File: src/common/acfg_consts.svh
// Register map, field positions, reset values and code tables of the output configuration bank
`ifndef ACFG_CONSTS_SVH
`define ACFG_CONSTS_SVH

// ----------------------------------------
// Register addresses
// ----------------------------------------
`define ACFG_ADDR_SW_RESET     7'h00
`define ACFG_ADDR_TIMING       7'h02
`define ACFG_ADDR_OUT_MODE     7'h03
`define ACFG_ADDR_DATA_FORMAT  7'h04

// ----------------------------------------
// Reset values and implemented bit masks
// ----------------------------------------
`define ACFG_REG_RESET         8'h00
`define ACFG_TIMING_MASK       8'h0F
`define ACFG_OUT_MODE_MASK     8'h7F
`define ACFG_DATA_FORMAT_MASK  8'h3F

// ----------------------------------------
// Field positions
// ----------------------------------------
`define ACFG_SW_RESET_BIT      7
`define ACFG_CLK_INV_BIT       3
`define ACFG_CLK_PHASE_HI      2
`define ACFG_CLK_PHASE_LO      1
`define ACFG_STAB_BIT          0
`define ACFG_CUR_HI            6
`define ACFG_CUR_LO            4
`define ACFG_TERM_BIT          3
`define ACFG_OUT_OFF_BIT       2
`define ACFG_STD_HI            1
`define ACFG_STD_LO            0
`define ACFG_TEST_HI           5
`define ACFG_TEST_LO           3
`define ACFG_ALT_POL_BIT       2
`define ACFG_SCRAM_BIT         1
`define ACFG_TWOS_BIT          0

// ----------------------------------------
// Serial word and data path constants
// ----------------------------------------
`define ACFG_WORD_BITS         5'h10
`define ACFG_HEAD_BITS         5'h08
`define ACFG_MSB_MASK          12'h800
`define ACFG_ALT_POL_MASK      12'hAAA
`define ACFG_CHECKER_A         12'hAAA
`define ACFG_CHECKER_B         12'h555

// ----------------------------------------
// Driver current in 10 uA units
// ----------------------------------------
`define ACFG_CUR_000           10'h15E
`define ACFG_CUR_001           10'h190
`define ACFG_CUR_010           10'h1C2
`define ACFG_CUR_100           10'h12C
`define ACFG_CUR_101           10'h0FA
`define ACFG_CUR_110           10'h0D2
`define ACFG_CUR_111           10'h0AF
`define ACFG_TERM_MUL          13'h0008
`define ACFG_TERM_DIV          13'h0005

`endif

File: src/common/acfg_pkg.sv
// Types shared by the output configuration bank
package acfg_pkg;

   // ----------------------------------------
   // Serial port states
   // ----------------------------------------
   typedef enum logic [2:0] {
      ST_IDLE  = 3'h1,
      ST_SHIFT = 3'h2,
      ST_HOLD  = 3'h4
   } acfg_sp_state_t;

   // ----------------------------------------
   // Test pattern codes
   // ----------------------------------------
   typedef enum logic [2:0] {
      TP_OFF     = 3'h0,
      TP_ZEROS   = 3'h1,
      TP_ONES    = 3'h3,
      TP_CHECKER = 3'h5,
      TP_ALTER   = 3'h7
   } acfg_test_t;

   // ----------------------------------------
   // Output standard codes
   // ----------------------------------------
   typedef enum logic [1:0] {
      STD_CMOS_FULL = 2'h0,
      STD_LVDS_DDR  = 2'h1,
      STD_CMOS_DDR  = 2'h2,
      STD_UNUSED    = 2'h3
   } acfg_std_t;

endpackage

File: src/common/acfg_if.sv
// Register access carrier between serial port and register bank
`timescale 1ns/1ps
interface acfg_if;
   logic       wr_stb;
   logic [6:0] addr;
   logic [7:0] wdata;
   logic [7:0] rdata;

   modport port (output wr_stb, output addr, output wdata, input rdata);
   modport regs (input wr_stb, input addr, input wdata, output rdata);
endinterface

File: src/hdl/acfg_regs.sv
// Output configuration register bank with sample formatter
//
// Contract
// - Timing bit 3 selects normal or inverted output clock polarity.
// - Phase field delays output clock by 0, 1/8, 1/4 or 3/8 period.
// - Timing bit 0 turns the clock duty cycle stabilizer off or on.
// - Current field selects driver current per table; one code unused.
// - Termination bit enables termination and scales driver current by 1.6.
// - Output disable bit puts every digital output in high impedance.
// - Mode field selects full-rate CMOS, DDR LVDS or DDR CMOS.
// - Test field selects zeros, ones, checkerboard or alternating pattern.
// - Data format bit 2 turns alternate bit polarity coding off or on.
// - Data format bit 1 disables or enables the output randomizer.
// - Data format bit 0 selects offset binary or two's complement.
// - Alternate bit polarity forces offset binary output.
// - A selected test pattern overrides all other formatting.
// - Each access is a 16-bit word: read flag, address, data.
// - Software reset clears every mode control register to zero.
`timescale 1ns/1ps
`include "acfg_consts.svh"
module acfg_regs (
   // Clock and reset
   input  wire logic        clk_sys,
   input  wire logic        rstn,
   // Serial configuration pins
   input  wire logic        cs_n,
   input  wire logic        sck,
   input  wire logic        sdi,
   output logic             sdo_out,
   output logic             sdo_oe,
   // Converter core samples
   input  wire logic [11:0] conv_sample,
   input  wire logic        conv_overflow,
   input  wire logic        conv_valid,
   // Formatted sample outputs
   output logic [11:0]      sample_data_out,
   output logic             overflow_flag_out,
   output logic             sample_valid_out,
   output logic             digital_out_oe,
   // Output clock control
   output logic             out_clock_invert,
   output logic [1:0]       out_clock_phase_sel,
   output logic             duty_stabilizer_en,
   output logic             phase_without_stabilizer,
   // Output driver control
   output logic [2:0]       diff_drive_current_sel,
   output logic             internal_termination_en,
   output logic [9:0]       drive_current_10ua,
   output logic             drive_current_valid,
   output logic [1:0]       output_standard_sel,
   output logic             std_cmos_full,
   output logic             std_lvds_ddr,
   output logic             std_cmos_ddr
);

   // ----------------------------------------
   // Serial port
   // ----------------------------------------
   acfg_if bus ();

   acfg_serial_port u_port (
      .clk_sys (clk_sys),
      .rstn    (rstn),
      .cs_n    (cs_n),
      .sck     (sck),
      .sdi     (sdi),
      .sdo_out (sdo_out),
      .sdo_oe  (sdo_oe),
      .bus     (bus)
   );

   // ----------------------------------------
   // Mode control registers
   // ----------------------------------------
   logic [7:0] timing_control_ff, nxt_timing_control;
   logic [7:0] output_mode_control_ff, nxt_output_mode_control;
   logic [7:0] data_format_control_ff, nxt_data_format_control;

   function automatic logic [7:0] rd_mux(input logic [6:0] a, input logic [7:0] t,
                                         input logic [7:0] m, input logic [7:0] f);
      logic [7:0] r;
      r = 8'h00;
      if (a == `ACFG_ADDR_TIMING) begin
         r = t;
      end else if (a == `ACFG_ADDR_OUT_MODE) begin
         r = m;
      end else if (a == `ACFG_ADDR_DATA_FORMAT) begin
         r = f;
      end
      return r;
   endfunction

   always_comb begin
      nxt_timing_control      = timing_control_ff;
      nxt_output_mode_control = output_mode_control_ff;
      nxt_data_format_control = data_format_control_ff;
      if (bus.wr_stb) begin
         if (bus.addr == `ACFG_ADDR_SW_RESET) begin
            if (bus.wdata[`ACFG_SW_RESET_BIT]) begin
               nxt_timing_control      = `ACFG_REG_RESET;
               nxt_output_mode_control = `ACFG_REG_RESET;
               nxt_data_format_control = `ACFG_REG_RESET;
            end
         end else if (bus.addr == `ACFG_ADDR_TIMING) begin
            nxt_timing_control = bus.wdata & `ACFG_TIMING_MASK;
         end else if (bus.addr == `ACFG_ADDR_OUT_MODE) begin
            nxt_output_mode_control = bus.wdata & `ACFG_OUT_MODE_MASK;
         end else if (bus.addr == `ACFG_ADDR_DATA_FORMAT) begin
            nxt_data_format_control = bus.wdata & `ACFG_DATA_FORMAT_MASK;
         end
      end
   end

   always_ff @(posedge clk_sys or negedge rstn) begin
      if (!rstn) begin
         timing_control_ff      <= `ACFG_REG_RESET;
         output_mode_control_ff <= `ACFG_REG_RESET;
         data_format_control_ff <= `ACFG_REG_RESET;
      end else begin
         timing_control_ff      <= nxt_timing_control;
         output_mode_control_ff <= nxt_output_mode_control;
         data_format_control_ff <= nxt_data_format_control;
      end
   end

   assign bus.rdata = rd_mux(bus.addr, timing_control_ff, output_mode_control_ff,
                             data_format_control_ff);

   // ----------------------------------------
   // Field decode
   // ----------------------------------------
   logic       alt_pol_en;
   logic       scram_en;
   logic       twos_en;
   logic [2:0] test_sel;

   assign out_clock_invert       = timing_control_ff[`ACFG_CLK_INV_BIT];
   assign out_clock_phase_sel    = timing_control_ff[`ACFG_CLK_PHASE_HI:`ACFG_CLK_PHASE_LO];
   assign duty_stabilizer_en     = timing_control_ff[`ACFG_STAB_BIT];
   assign phase_without_stabilizer = (out_clock_phase_sel != 2'h0) && !duty_stabilizer_en;
   assign diff_drive_current_sel = output_mode_control_ff[`ACFG_CUR_HI:`ACFG_CUR_LO];
   assign internal_termination_en = output_mode_control_ff[`ACFG_TERM_BIT];
   assign digital_out_oe         = !output_mode_control_ff[`ACFG_OUT_OFF_BIT];
   assign output_standard_sel    = output_mode_control_ff[`ACFG_STD_HI:`ACFG_STD_LO];
   assign std_cmos_full          = output_standard_sel == acfg_pkg::STD_CMOS_FULL;
   assign std_lvds_ddr           = output_standard_sel == acfg_pkg::STD_LVDS_DDR;
   assign std_cmos_ddr           = output_standard_sel == acfg_pkg::STD_CMOS_DDR;
   assign test_sel               = data_format_control_ff[`ACFG_TEST_HI:`ACFG_TEST_LO];
   assign alt_pol_en             = data_format_control_ff[`ACFG_ALT_POL_BIT];
   assign scram_en               = data_format_control_ff[`ACFG_SCRAM_BIT];
   assign twos_en                = data_format_control_ff[`ACFG_TWOS_BIT];

   // ----------------------------------------
   // Driver current
   // ----------------------------------------
   function automatic logic [9:0] base_current(input logic [2:0] sel);
      logic [9:0] c;
      c = 10'h000;
      case (sel)
         3'h0: c = `ACFG_CUR_000;
         3'h1: c = `ACFG_CUR_001;
         3'h2: c = `ACFG_CUR_010;
         3'h4: c = `ACFG_CUR_100;
         3'h5: c = `ACFG_CUR_101;
         3'h6: c = `ACFG_CUR_110;
         3'h7: c = `ACFG_CUR_111;
         default: c = 10'h000;
      endcase
      return c;
   endfunction

   logic [9:0]  cur_ff, nxt_cur;
   logic        cur_ok_ff, nxt_cur_ok;
   logic [12:0] cur_wide;

   always_comb begin
      cur_wide   = {3'h0, base_current(diff_drive_current_sel)};
      nxt_cur_ok = diff_drive_current_sel != 3'h3;
      if (internal_termination_en) begin
         cur_wide = (cur_wide * `ACFG_TERM_MUL) / `ACFG_TERM_DIV;
      end
      nxt_cur = cur_wide[9:0];
   end

   always_ff @(posedge clk_sys or negedge rstn) begin
      if (!rstn) begin
         cur_ff    <= 10'h000;
         cur_ok_ff <= 1'h0;
      end else begin
         cur_ff    <= nxt_cur;
         cur_ok_ff <= nxt_cur_ok;
      end
   end

   assign drive_current_10ua  = cur_ff;
   assign drive_current_valid = cur_ok_ff;

   // ----------------------------------------
   // Sample formatter
   // ----------------------------------------
   function automatic logic [12:0] fmt_sample(input logic [11:0] raw, input logic ovf,
                                             input logic [2:0] tp, input logic alt,
                                             input logic rnd, input logic twos,
                                             input logic odd);
      logic [11:0] d;
      logic        o;
      d = raw;
      o = ovf;
      if (twos && !alt) begin
         d = d ^ `ACFG_MSB_MASK;
      end
      if (rnd) begin
         d = {d[11:1] ^ {11{d[0]}}, d[0]};
      end
      if (alt) begin
         d = d ^ `ACFG_ALT_POL_MASK;
      end
      case (tp)
         acfg_pkg::TP_ZEROS: begin
            d = 12'h000;
            o = 1'h0;
         end
         acfg_pkg::TP_ONES: begin
            d = 12'hFFF;
            o = 1'h1;
         end
         acfg_pkg::TP_CHECKER: begin
            d = odd ? `ACFG_CHECKER_B : `ACFG_CHECKER_A;
            o = !odd;
         end
         acfg_pkg::TP_ALTER: begin
            d = odd ? 12'h000 : 12'hFFF;
            o = !odd;
         end
         default: begin
            o = ovf;
         end
      endcase
      return {o, d};
   endfunction

   logic [11:0] data_ff, nxt_data;
   logic        ovf_ff, nxt_ovf;
   logic        vld_ff, nxt_vld;
   logic        odd_ff, nxt_odd;

   always_comb begin
      nxt_data = data_ff;
      nxt_ovf  = ovf_ff;
      nxt_vld  = conv_valid;
      nxt_odd  = odd_ff;
      if (conv_valid) begin
         {nxt_ovf, nxt_data} = fmt_sample(conv_sample, conv_overflow, test_sel, alt_pol_en,
                                          scram_en, twos_en, odd_ff);
         nxt_odd = !odd_ff;
      end
   end

   always_ff @(posedge clk_sys or negedge rstn) begin
      if (!rstn) begin
         data_ff <= 12'h000;
         ovf_ff  <= 1'h0;
         vld_ff  <= 1'h0;
         odd_ff  <= 1'h0;
      end else begin
         data_ff <= nxt_data;
         ovf_ff  <= nxt_ovf;
         vld_ff  <= nxt_vld;
         odd_ff  <= nxt_odd;
      end
   end

   assign sample_data_out   = data_ff;
   assign overflow_flag_out = ovf_ff;
   assign sample_valid_out  = vld_ff;
endmodule

File: src/hdl/acfg_serial_port.sv
// Serial 16-bit word port: pin synchronisers, write strobe and open-drain read back
`timescale 1ns/1ps
`include "acfg_consts.svh"
module acfg_serial_port (
   // Clock and reset
   input  wire logic clk_sys,
   input  wire logic rstn,
   // Serial pins
   input  wire logic cs_n,
   input  wire logic sck,
   input  wire logic sdi,
   output logic      sdo_out,
   output logic      sdo_oe,
   // Register access
   acfg_if.port      bus
);

   // ----------------------------------------
   // Pin synchronisers
   // ----------------------------------------
   logic [1:0] cs_sync_ff;
   logic [2:0] sck_sync_ff;
   logic [1:0] sdi_sync_ff;

   always_ff @(posedge clk_sys or negedge rstn) begin
      if (!rstn) begin
         cs_sync_ff  <= 2'h3;
         sck_sync_ff <= 3'h0;
         sdi_sync_ff <= 2'h0;
      end else begin
         cs_sync_ff  <= {cs_sync_ff[0], cs_n};
         sck_sync_ff <= {sck_sync_ff[1:0], sck};
         sdi_sync_ff <= {sdi_sync_ff[0], sdi};
      end
   end

   logic sel;
   logic sck_rise;
   logic sck_fall;
   assign sel      = !cs_sync_ff[1];
   assign sck_rise = sck_sync_ff[1] && !sck_sync_ff[2];
   assign sck_fall = !sck_sync_ff[1] && sck_sync_ff[2];

   // ----------------------------------------
   // Word shifter
   // ----------------------------------------
   acfg_pkg::acfg_sp_state_t state_ff, nxt_state;
   logic [4:0] cnt_ff, nxt_cnt;
   logic [7:0] shift_ff, nxt_shift;
   logic       rw_ff, nxt_rw;
   logic [6:0] addr_ff, nxt_addr;
   logic [7:0] wdata_ff, nxt_wdata;
   logic       wr_ff, nxt_wr;
   logic       load_ff, nxt_load;
   logic       rd_act_ff, nxt_rd_act;
   logic [7:0] sdo_sh_ff, nxt_sdo_sh;

   always_comb begin
      nxt_state  = state_ff;
      nxt_cnt    = cnt_ff;
      nxt_shift  = shift_ff;
      nxt_rw     = rw_ff;
      nxt_addr   = addr_ff;
      nxt_wdata  = wdata_ff;
      nxt_wr     = 1'h0;
      nxt_load   = 1'h0;
      nxt_rd_act = rd_act_ff;
      nxt_sdo_sh = sdo_sh_ff;
      case (state_ff)
         acfg_pkg::ST_IDLE: begin
            nxt_cnt    = 5'h00;
            nxt_rd_act = 1'h0;
            if (sel) begin
               nxt_state = acfg_pkg::ST_SHIFT;
            end
         end
         acfg_pkg::ST_SHIFT: begin
            if (!sel) begin
               nxt_state = acfg_pkg::ST_IDLE;
            end else if (sck_rise) begin
               nxt_shift = {shift_ff[6:0], sdi_sync_ff[1]};
               nxt_cnt   = cnt_ff + 5'h01;
               if (cnt_ff == `ACFG_HEAD_BITS - 5'h01) begin
                  nxt_rw   = shift_ff[6];
                  nxt_addr = {shift_ff[5:0], sdi_sync_ff[1]};
                  nxt_load = 1'h1;
               end
               if (cnt_ff == `ACFG_WORD_BITS - 5'h01) begin
                  nxt_state = acfg_pkg::ST_HOLD;
                  nxt_wdata = {shift_ff[6:0], sdi_sync_ff[1]};
                  nxt_wr    = !rw_ff;
               end
            end
         end
         acfg_pkg::ST_HOLD: begin
            if (!sel) begin
               nxt_state = acfg_pkg::ST_IDLE;
            end
         end
         default: begin
            nxt_state = acfg_pkg::ST_IDLE;
         end
      endcase
      if (load_ff && rw_ff && sel) begin
         nxt_rd_act = 1'h1;
         nxt_sdo_sh = bus.rdata;
      end else if (rd_act_ff && sck_fall && cnt_ff > `ACFG_HEAD_BITS) begin
         nxt_sdo_sh = {sdo_sh_ff[6:0], 1'h1};
      end
   end

   always_ff @(posedge clk_sys or negedge rstn) begin
      if (!rstn) begin
         state_ff  <= acfg_pkg::ST_IDLE;
         cnt_ff    <= 5'h00;
         shift_ff  <= 8'h00;
         rw_ff     <= 1'h0;
         addr_ff   <= 7'h00;
         wdata_ff  <= 8'h00;
         wr_ff     <= 1'h0;
         load_ff   <= 1'h0;
         rd_act_ff <= 1'h0;
         sdo_sh_ff <= 8'hFF;
      end else begin
         state_ff  <= nxt_state;
         cnt_ff    <= nxt_cnt;
         shift_ff  <= nxt_shift;
         rw_ff     <= nxt_rw;
         addr_ff   <= nxt_addr;
         wdata_ff  <= nxt_wdata;
         wr_ff     <= nxt_wr;
         load_ff   <= nxt_load;
         rd_act_ff <= nxt_rd_act;
         sdo_sh_ff <= nxt_sdo_sh;
      end
   end

   assign bus.wr_stb = wr_ff;
   assign bus.addr   = addr_ff;
   assign bus.wdata  = wdata_ff;
   assign sdo_out    = 1'h0;
   assign sdo_oe     = rd_act_ff && sel && !sdo_sh_ff[7];
endmodule

File: config.mk
export PLATFORM = sky130hd
export DESIGN_NAME = acfg_regs
export DESIGN_NICKNAME = d
export VERILOG_FILES = /design/src/common/acfg_pkg.sv /design/src/common/acfg_if.sv /design/src/hdl/acfg_regs.sv /design/src/hdl/acfg_serial_port.sv
export VERILOG_INCLUDE_DIRS = /design/src /design/src/common
export SDC_FILE = /design/constraint.sdc
export NUM_CORES = 1
export LEC_CHECK = 0
export BUFFER_PORTS_ARGS = -buffer_cell sky130_fd_sc_hd__buf_2
export CORE_MARGIN = 5
export CORE_UTILIZATION = 30
export CTS_CLUSTER_DIAMETER = 120
export DETAILED_ROUTE_END_ITERATION = 6
export REMOVE_ABC_BUFFERS = 1
export SLEW_MARGIN = 25
export SYNTH_ARGS = -nofsm -noshare
export SYNTH_HDL_FRONTEND = slang
export SYNTH_SLANG_ARGS = --single-unit
File: constraint.sdc
create_clock -name clk_sys -period 2.53 [get_ports clk_sys]
set_input_delay 0.1265 -clock clk_sys [delete_from_list [all_inputs] [get_ports clk_sys]]
set_output_delay 0.1265 -clock clk_sys [all_outputs]
set_load 0.05 [all_outputs]
==> results.yml <==
run_status:
  status: "completed"
timing:
  worstMarginPinSlew_ns: 0.7113
  final_max_slew_viol_count: 0
  finalSetupViolations: 0
  setup_tns_ns: 0
  grt_setup_unrepaired: "no"
  max_freq_mhz: 441.7
  fin_worst_skew_ns: 0.004913
  min_period_over_period_pct: 89.49
  hold_viol: 0
  relSlewSlack_pct: 52.53
  layout_setup_ws_ns: 0.2658
  period_needed_ns: 2.264
routing:
  drc: 0
  via_per_inst: 4.863
  wl_per_cell_um: 14.80
  postRouteAntennaNets: 0
  routed_wl_um: 9414
  dr.pass1.iters: 4
  vias: 3093
  drt_first_iter_violations: 169
yosys:
  syn_area_sq_um: 4392
  yosysSeqAreaShare_pct: 52.74
  avgSynthCellArea_sq_um: 11.41
  ys_seq_elements: 92
  netlist-cell-type-count: 56
  synth_cells: 385
  synthFlopType: "dfrtp_1"
  yosysWarnings: 0
  synth-edff-count: 0
  synth_async_sr_flop_share_pct: 100.0
clock_tree:
  cts_tree: "built"
  root_buffer: "clkbuf_16"
  cts_sinks: 92
  clockBufferDepth: 2
  cts_made_buffers: 9
  htreeDepth: 3
  post_cts_buffers: 0
  path_clk_slew_ns: 0.06
  clk_latency_ns: 0.33
placed_design:
  dp.cells: 617
  placed_cell_area_sq_um: 4880
  port_buffers: 59
  dp_hpwl_um: 6778
  place.gp.congestion: 0.7572
  dp_slack_ns: 0.1688
finish:
  fin_area_sq_um: 5216
  drive_gt1_share_pct: 31.64
  layout.nets: 474
  stdcell_count: 636
  diodes: 0
  regArea_sq_um: 2316
  fillers: 1433
  area_growth_pct: 18.77
  multi_input_area_sq_um: 1927
setup_path:
  endpoint_kind: "flop"
  startpoint_type: "flop"
  cp_cell_sequence: "nand3_2, inv_1, ha_1, nor2b_1, o21ai_0, ha_1, xor2_1, nor3b_1, o211ai_1, a2bb2oi_1"
  critical-path-slowest-cell: "dfrtp_1"
  required_ns: 2.74
  r2r-start: "output_mode_control_ff[4]"
  critPathTopFamily: "adder cells"
  r2r-end: "drive_current_10ua[0]"
  critical_path_buf_inv_count: 1
  slowest_delay_ns: 0.39
  r2r_slack_ns: 0.27
  critPathMaxFanout: 7
  arrival_ns: 2.47
  crit_top_cell: "ha_1"
  path_class: "reg2reg"
  r2r_cells: 10
hold_path:
  min_path_type: "in2reg"
  hold_end: "sample_valid_out"
  min_path_cells: 1
  hp-start: "conv_valid"
grt:
  grt_pass1_wl_um: 15260
  grt_pass1_vias: 3086
  antenna_found_initial: 0
  overflow: 0
  grt_max_degree: 49
  grtUsageTotal_pct: 11.09
floorplanning:
  initial_core_util_pct: 30.45
  die_h_um: 131.0
  die_w_um: 131.0
  core_area_sq_um: 14420
  fp-row-count: 44
  io_pins: 61
  dieArea_sq_um: 17160
power:
  p_leak_uw: 0.002385
  ir_drop_mv: 0.3996
  p_per_area_nw_per_um2: 606.1
flow_run:
  maxCapViolations: 0
-- kinds of logic after synthesis --
kind of cell / Yosys count / synth area share (%)
AO/OA/AOI/OAI: 83 / 13.59
XOR/XNOR: 18 / 3.590
adder cells (fa/ha/maj): 7 / 1.994
buffers and inverters: 35 / 3.761
flip-flops: 92 / 52.74
multiplexers: 37 / 10.14
other: 2 / 0.1710
AND/OR/NAND/NOR: 111 / 14.02
-- flip-flops by register name, indices dropped and copies added (netlist names) --
| signal | flops |
|---|---|
| data_format_control_ff | 6 |
| output_mode_control_ff | 7 |
| u_port.sdo_sh_ff | 8 |
| drive_current_valid | 1 |
| odd_ff | 1 |
| overflow_flag_out | 1 |
| timing_control_ff | 4 |
| sample_valid_out | 1 |
| u_port.cnt_ff | 5 |
| sample_data_out | 12 |
| u_port.rw_ff | 1 |
| u_port.sck_sync_ff | 3 |
| u_port.cs_sync_ff | 2 |
| u_port.sdi_sync_ff | 2 |
| u_port.rd_act_ff | 1 |
| u_port.bus.addr | 7 |
| u_port.shift_ff | 7 |
| u_port.load_ff | 1 |
| u_port.bus.wr_stb | 1 |
| u_port.bus.wdata | 8 |
| u_port.state_ff | 3 |
| drive_current_10ua | 10 |
-- how the worst max path moves through the flow --
stage	startpoint	endpoint	slack, ns	cells past startpoint
4_1_cts	output_mode_control_ff[5]	drive_current_10ua[0]	0.16	10
3_3_place_gp	output_mode_control_ff[5]	drive_current_10ua[0]	0.33	10
2_1_floorplan	output_mode_control_ff[5]	drive_current_10ua[0]	-0.07	10
6_report	output_mode_control_ff[4]	drive_current_10ua[0]	0.27	10
3_5_place_dp	output_mode_control_ff[5]	drive_current_10ua[0]	0.17	10
5_1_grt	output_mode_control_ff[5]	drive_current_10ua[0]	0.08	10
-- per-layer routing --
| metal | vias to the layer above | track usage [%] | routed length, um |
|---|---|---|---|
| met3 | 11 | 3.171 | 555 |
| met5 | - | 0 | 0 |
| met1 | 1516 | 15.01 | 4418 |
| met4 | 0 | 2.359 | 88 |
| li1 | 1497 | - | - |
| met2 | 69 | 17.74 | 4351 |
-- what timing repair did --
| item | CTS | global route |
|---|---|---|
| endpoints found under the hold margin | 46 | 0 |
| hold buffers | 4 | 0 |
| endpoints found under the setup margin | 0 | 1 |
| resized for setup | 0 | 1 |
-- report_power, final --
group / total, uW / internal [uW] / leakage, uW / switching, uW
combinational: 258 / 90.7 / 0.00109 / 167
clock: 1310 / 781 / 0.000144 / 529
sequential: 1590 / 1530 / 0.00115 / 63.9
total: 3160 / 2400 / 0.00239 / 760
-- cell usage after synthesis, drive strengths merged (3+ instances only) --
| cell type | instances | share of area [%] |
|---|---|---|
| nand3 | 10 | 1.5 |
| buf | 10 | 1.6 |
| a211oi | 3 | 0.51 |
| a21oi | 10 | 1.1 |
| a22oi | 7 | 1.2 |
| xor2 | 10 | 2.0 |
| nor2 | 27 | 2.3 |
| ha | 7 | 2.0 |
| o21ai | 22 | 2.5 |
| nand2 | 23 | 2.0 |
| o221a | 6 | 1.5 |
| inv | 15 | 1.3 |
| dfstp | 11 | 6.6 |
| and2 | 5 | 0.71 |
| clkbuf | 10 | 0.85 |
| xnor2 | 8 | 1.6 |
| nor2b | 9 | 1.3 |
| o22ai | 3 | 0.43 |
| dfrtp | 81 | 46 |
| a22o | 6 | 1.2 |
| nor3 | 11 | 1.4 |
| nor3b | 4 | 0.68 |
| o32a | 5 | 1.1 |
| mux2 | 36 | 9.9 |
| o22a | 7 | 1.4 |
| nand2b | 6 | 0.85 |
-- per-stage QoR --
step	utilization, %	total power [uW]	hold WS, ns
2_1_floorplan	-	1766	-0.1691
3_3_place_gp	33.83	1867	0.1739
3_5_place_dp	33.83	1876	0.1848
4_1_cts	36.13	3198	0.08409
5_1_grt	36.16	3278	0.08340
6_report	36.16	3161	0.09745
-- cell usage in the layout, fill, tap and decap left out, types with 7 or more instances in the layout --
cell type | synthesis | final
dfrtp_1 | 81 | 81
buf_2 | 0 | 58
mux2_2 | 28 | 28
nor2_1 | 27 | 27
nand2_1 | 23 | 23
o21ai_0 | 21 | 21
inv_1 | 15 | 15
dfstp_2 | 11 | 11
nor3_1 | 10 | 10
a21oi_1 | 10 | 10
xor2_1 | 10 | 10
nor2b_1 | 9 | 9
clkbuf_16 | 0 | 9
xnor2_1 | 8 | 8
mux2_4 | 8 | 8
nand3_1 | 8 | 7
o22a_1 | 7 | 7
a22oi_1 | 7 | 7
ha_1 | 7 | 7
-- layout make-up --
type,instances,area share (%)
Clock buffer,10,4.581
Clock inverter,5,1.007
Inverter,15,1.079
Multi-Input combinational cell,261,36.94
Sequential cell,92,44.40
Tap cell,184,4.414
Timing Repair Buffer,69,7.580
(Power assumes the default switching activity.)
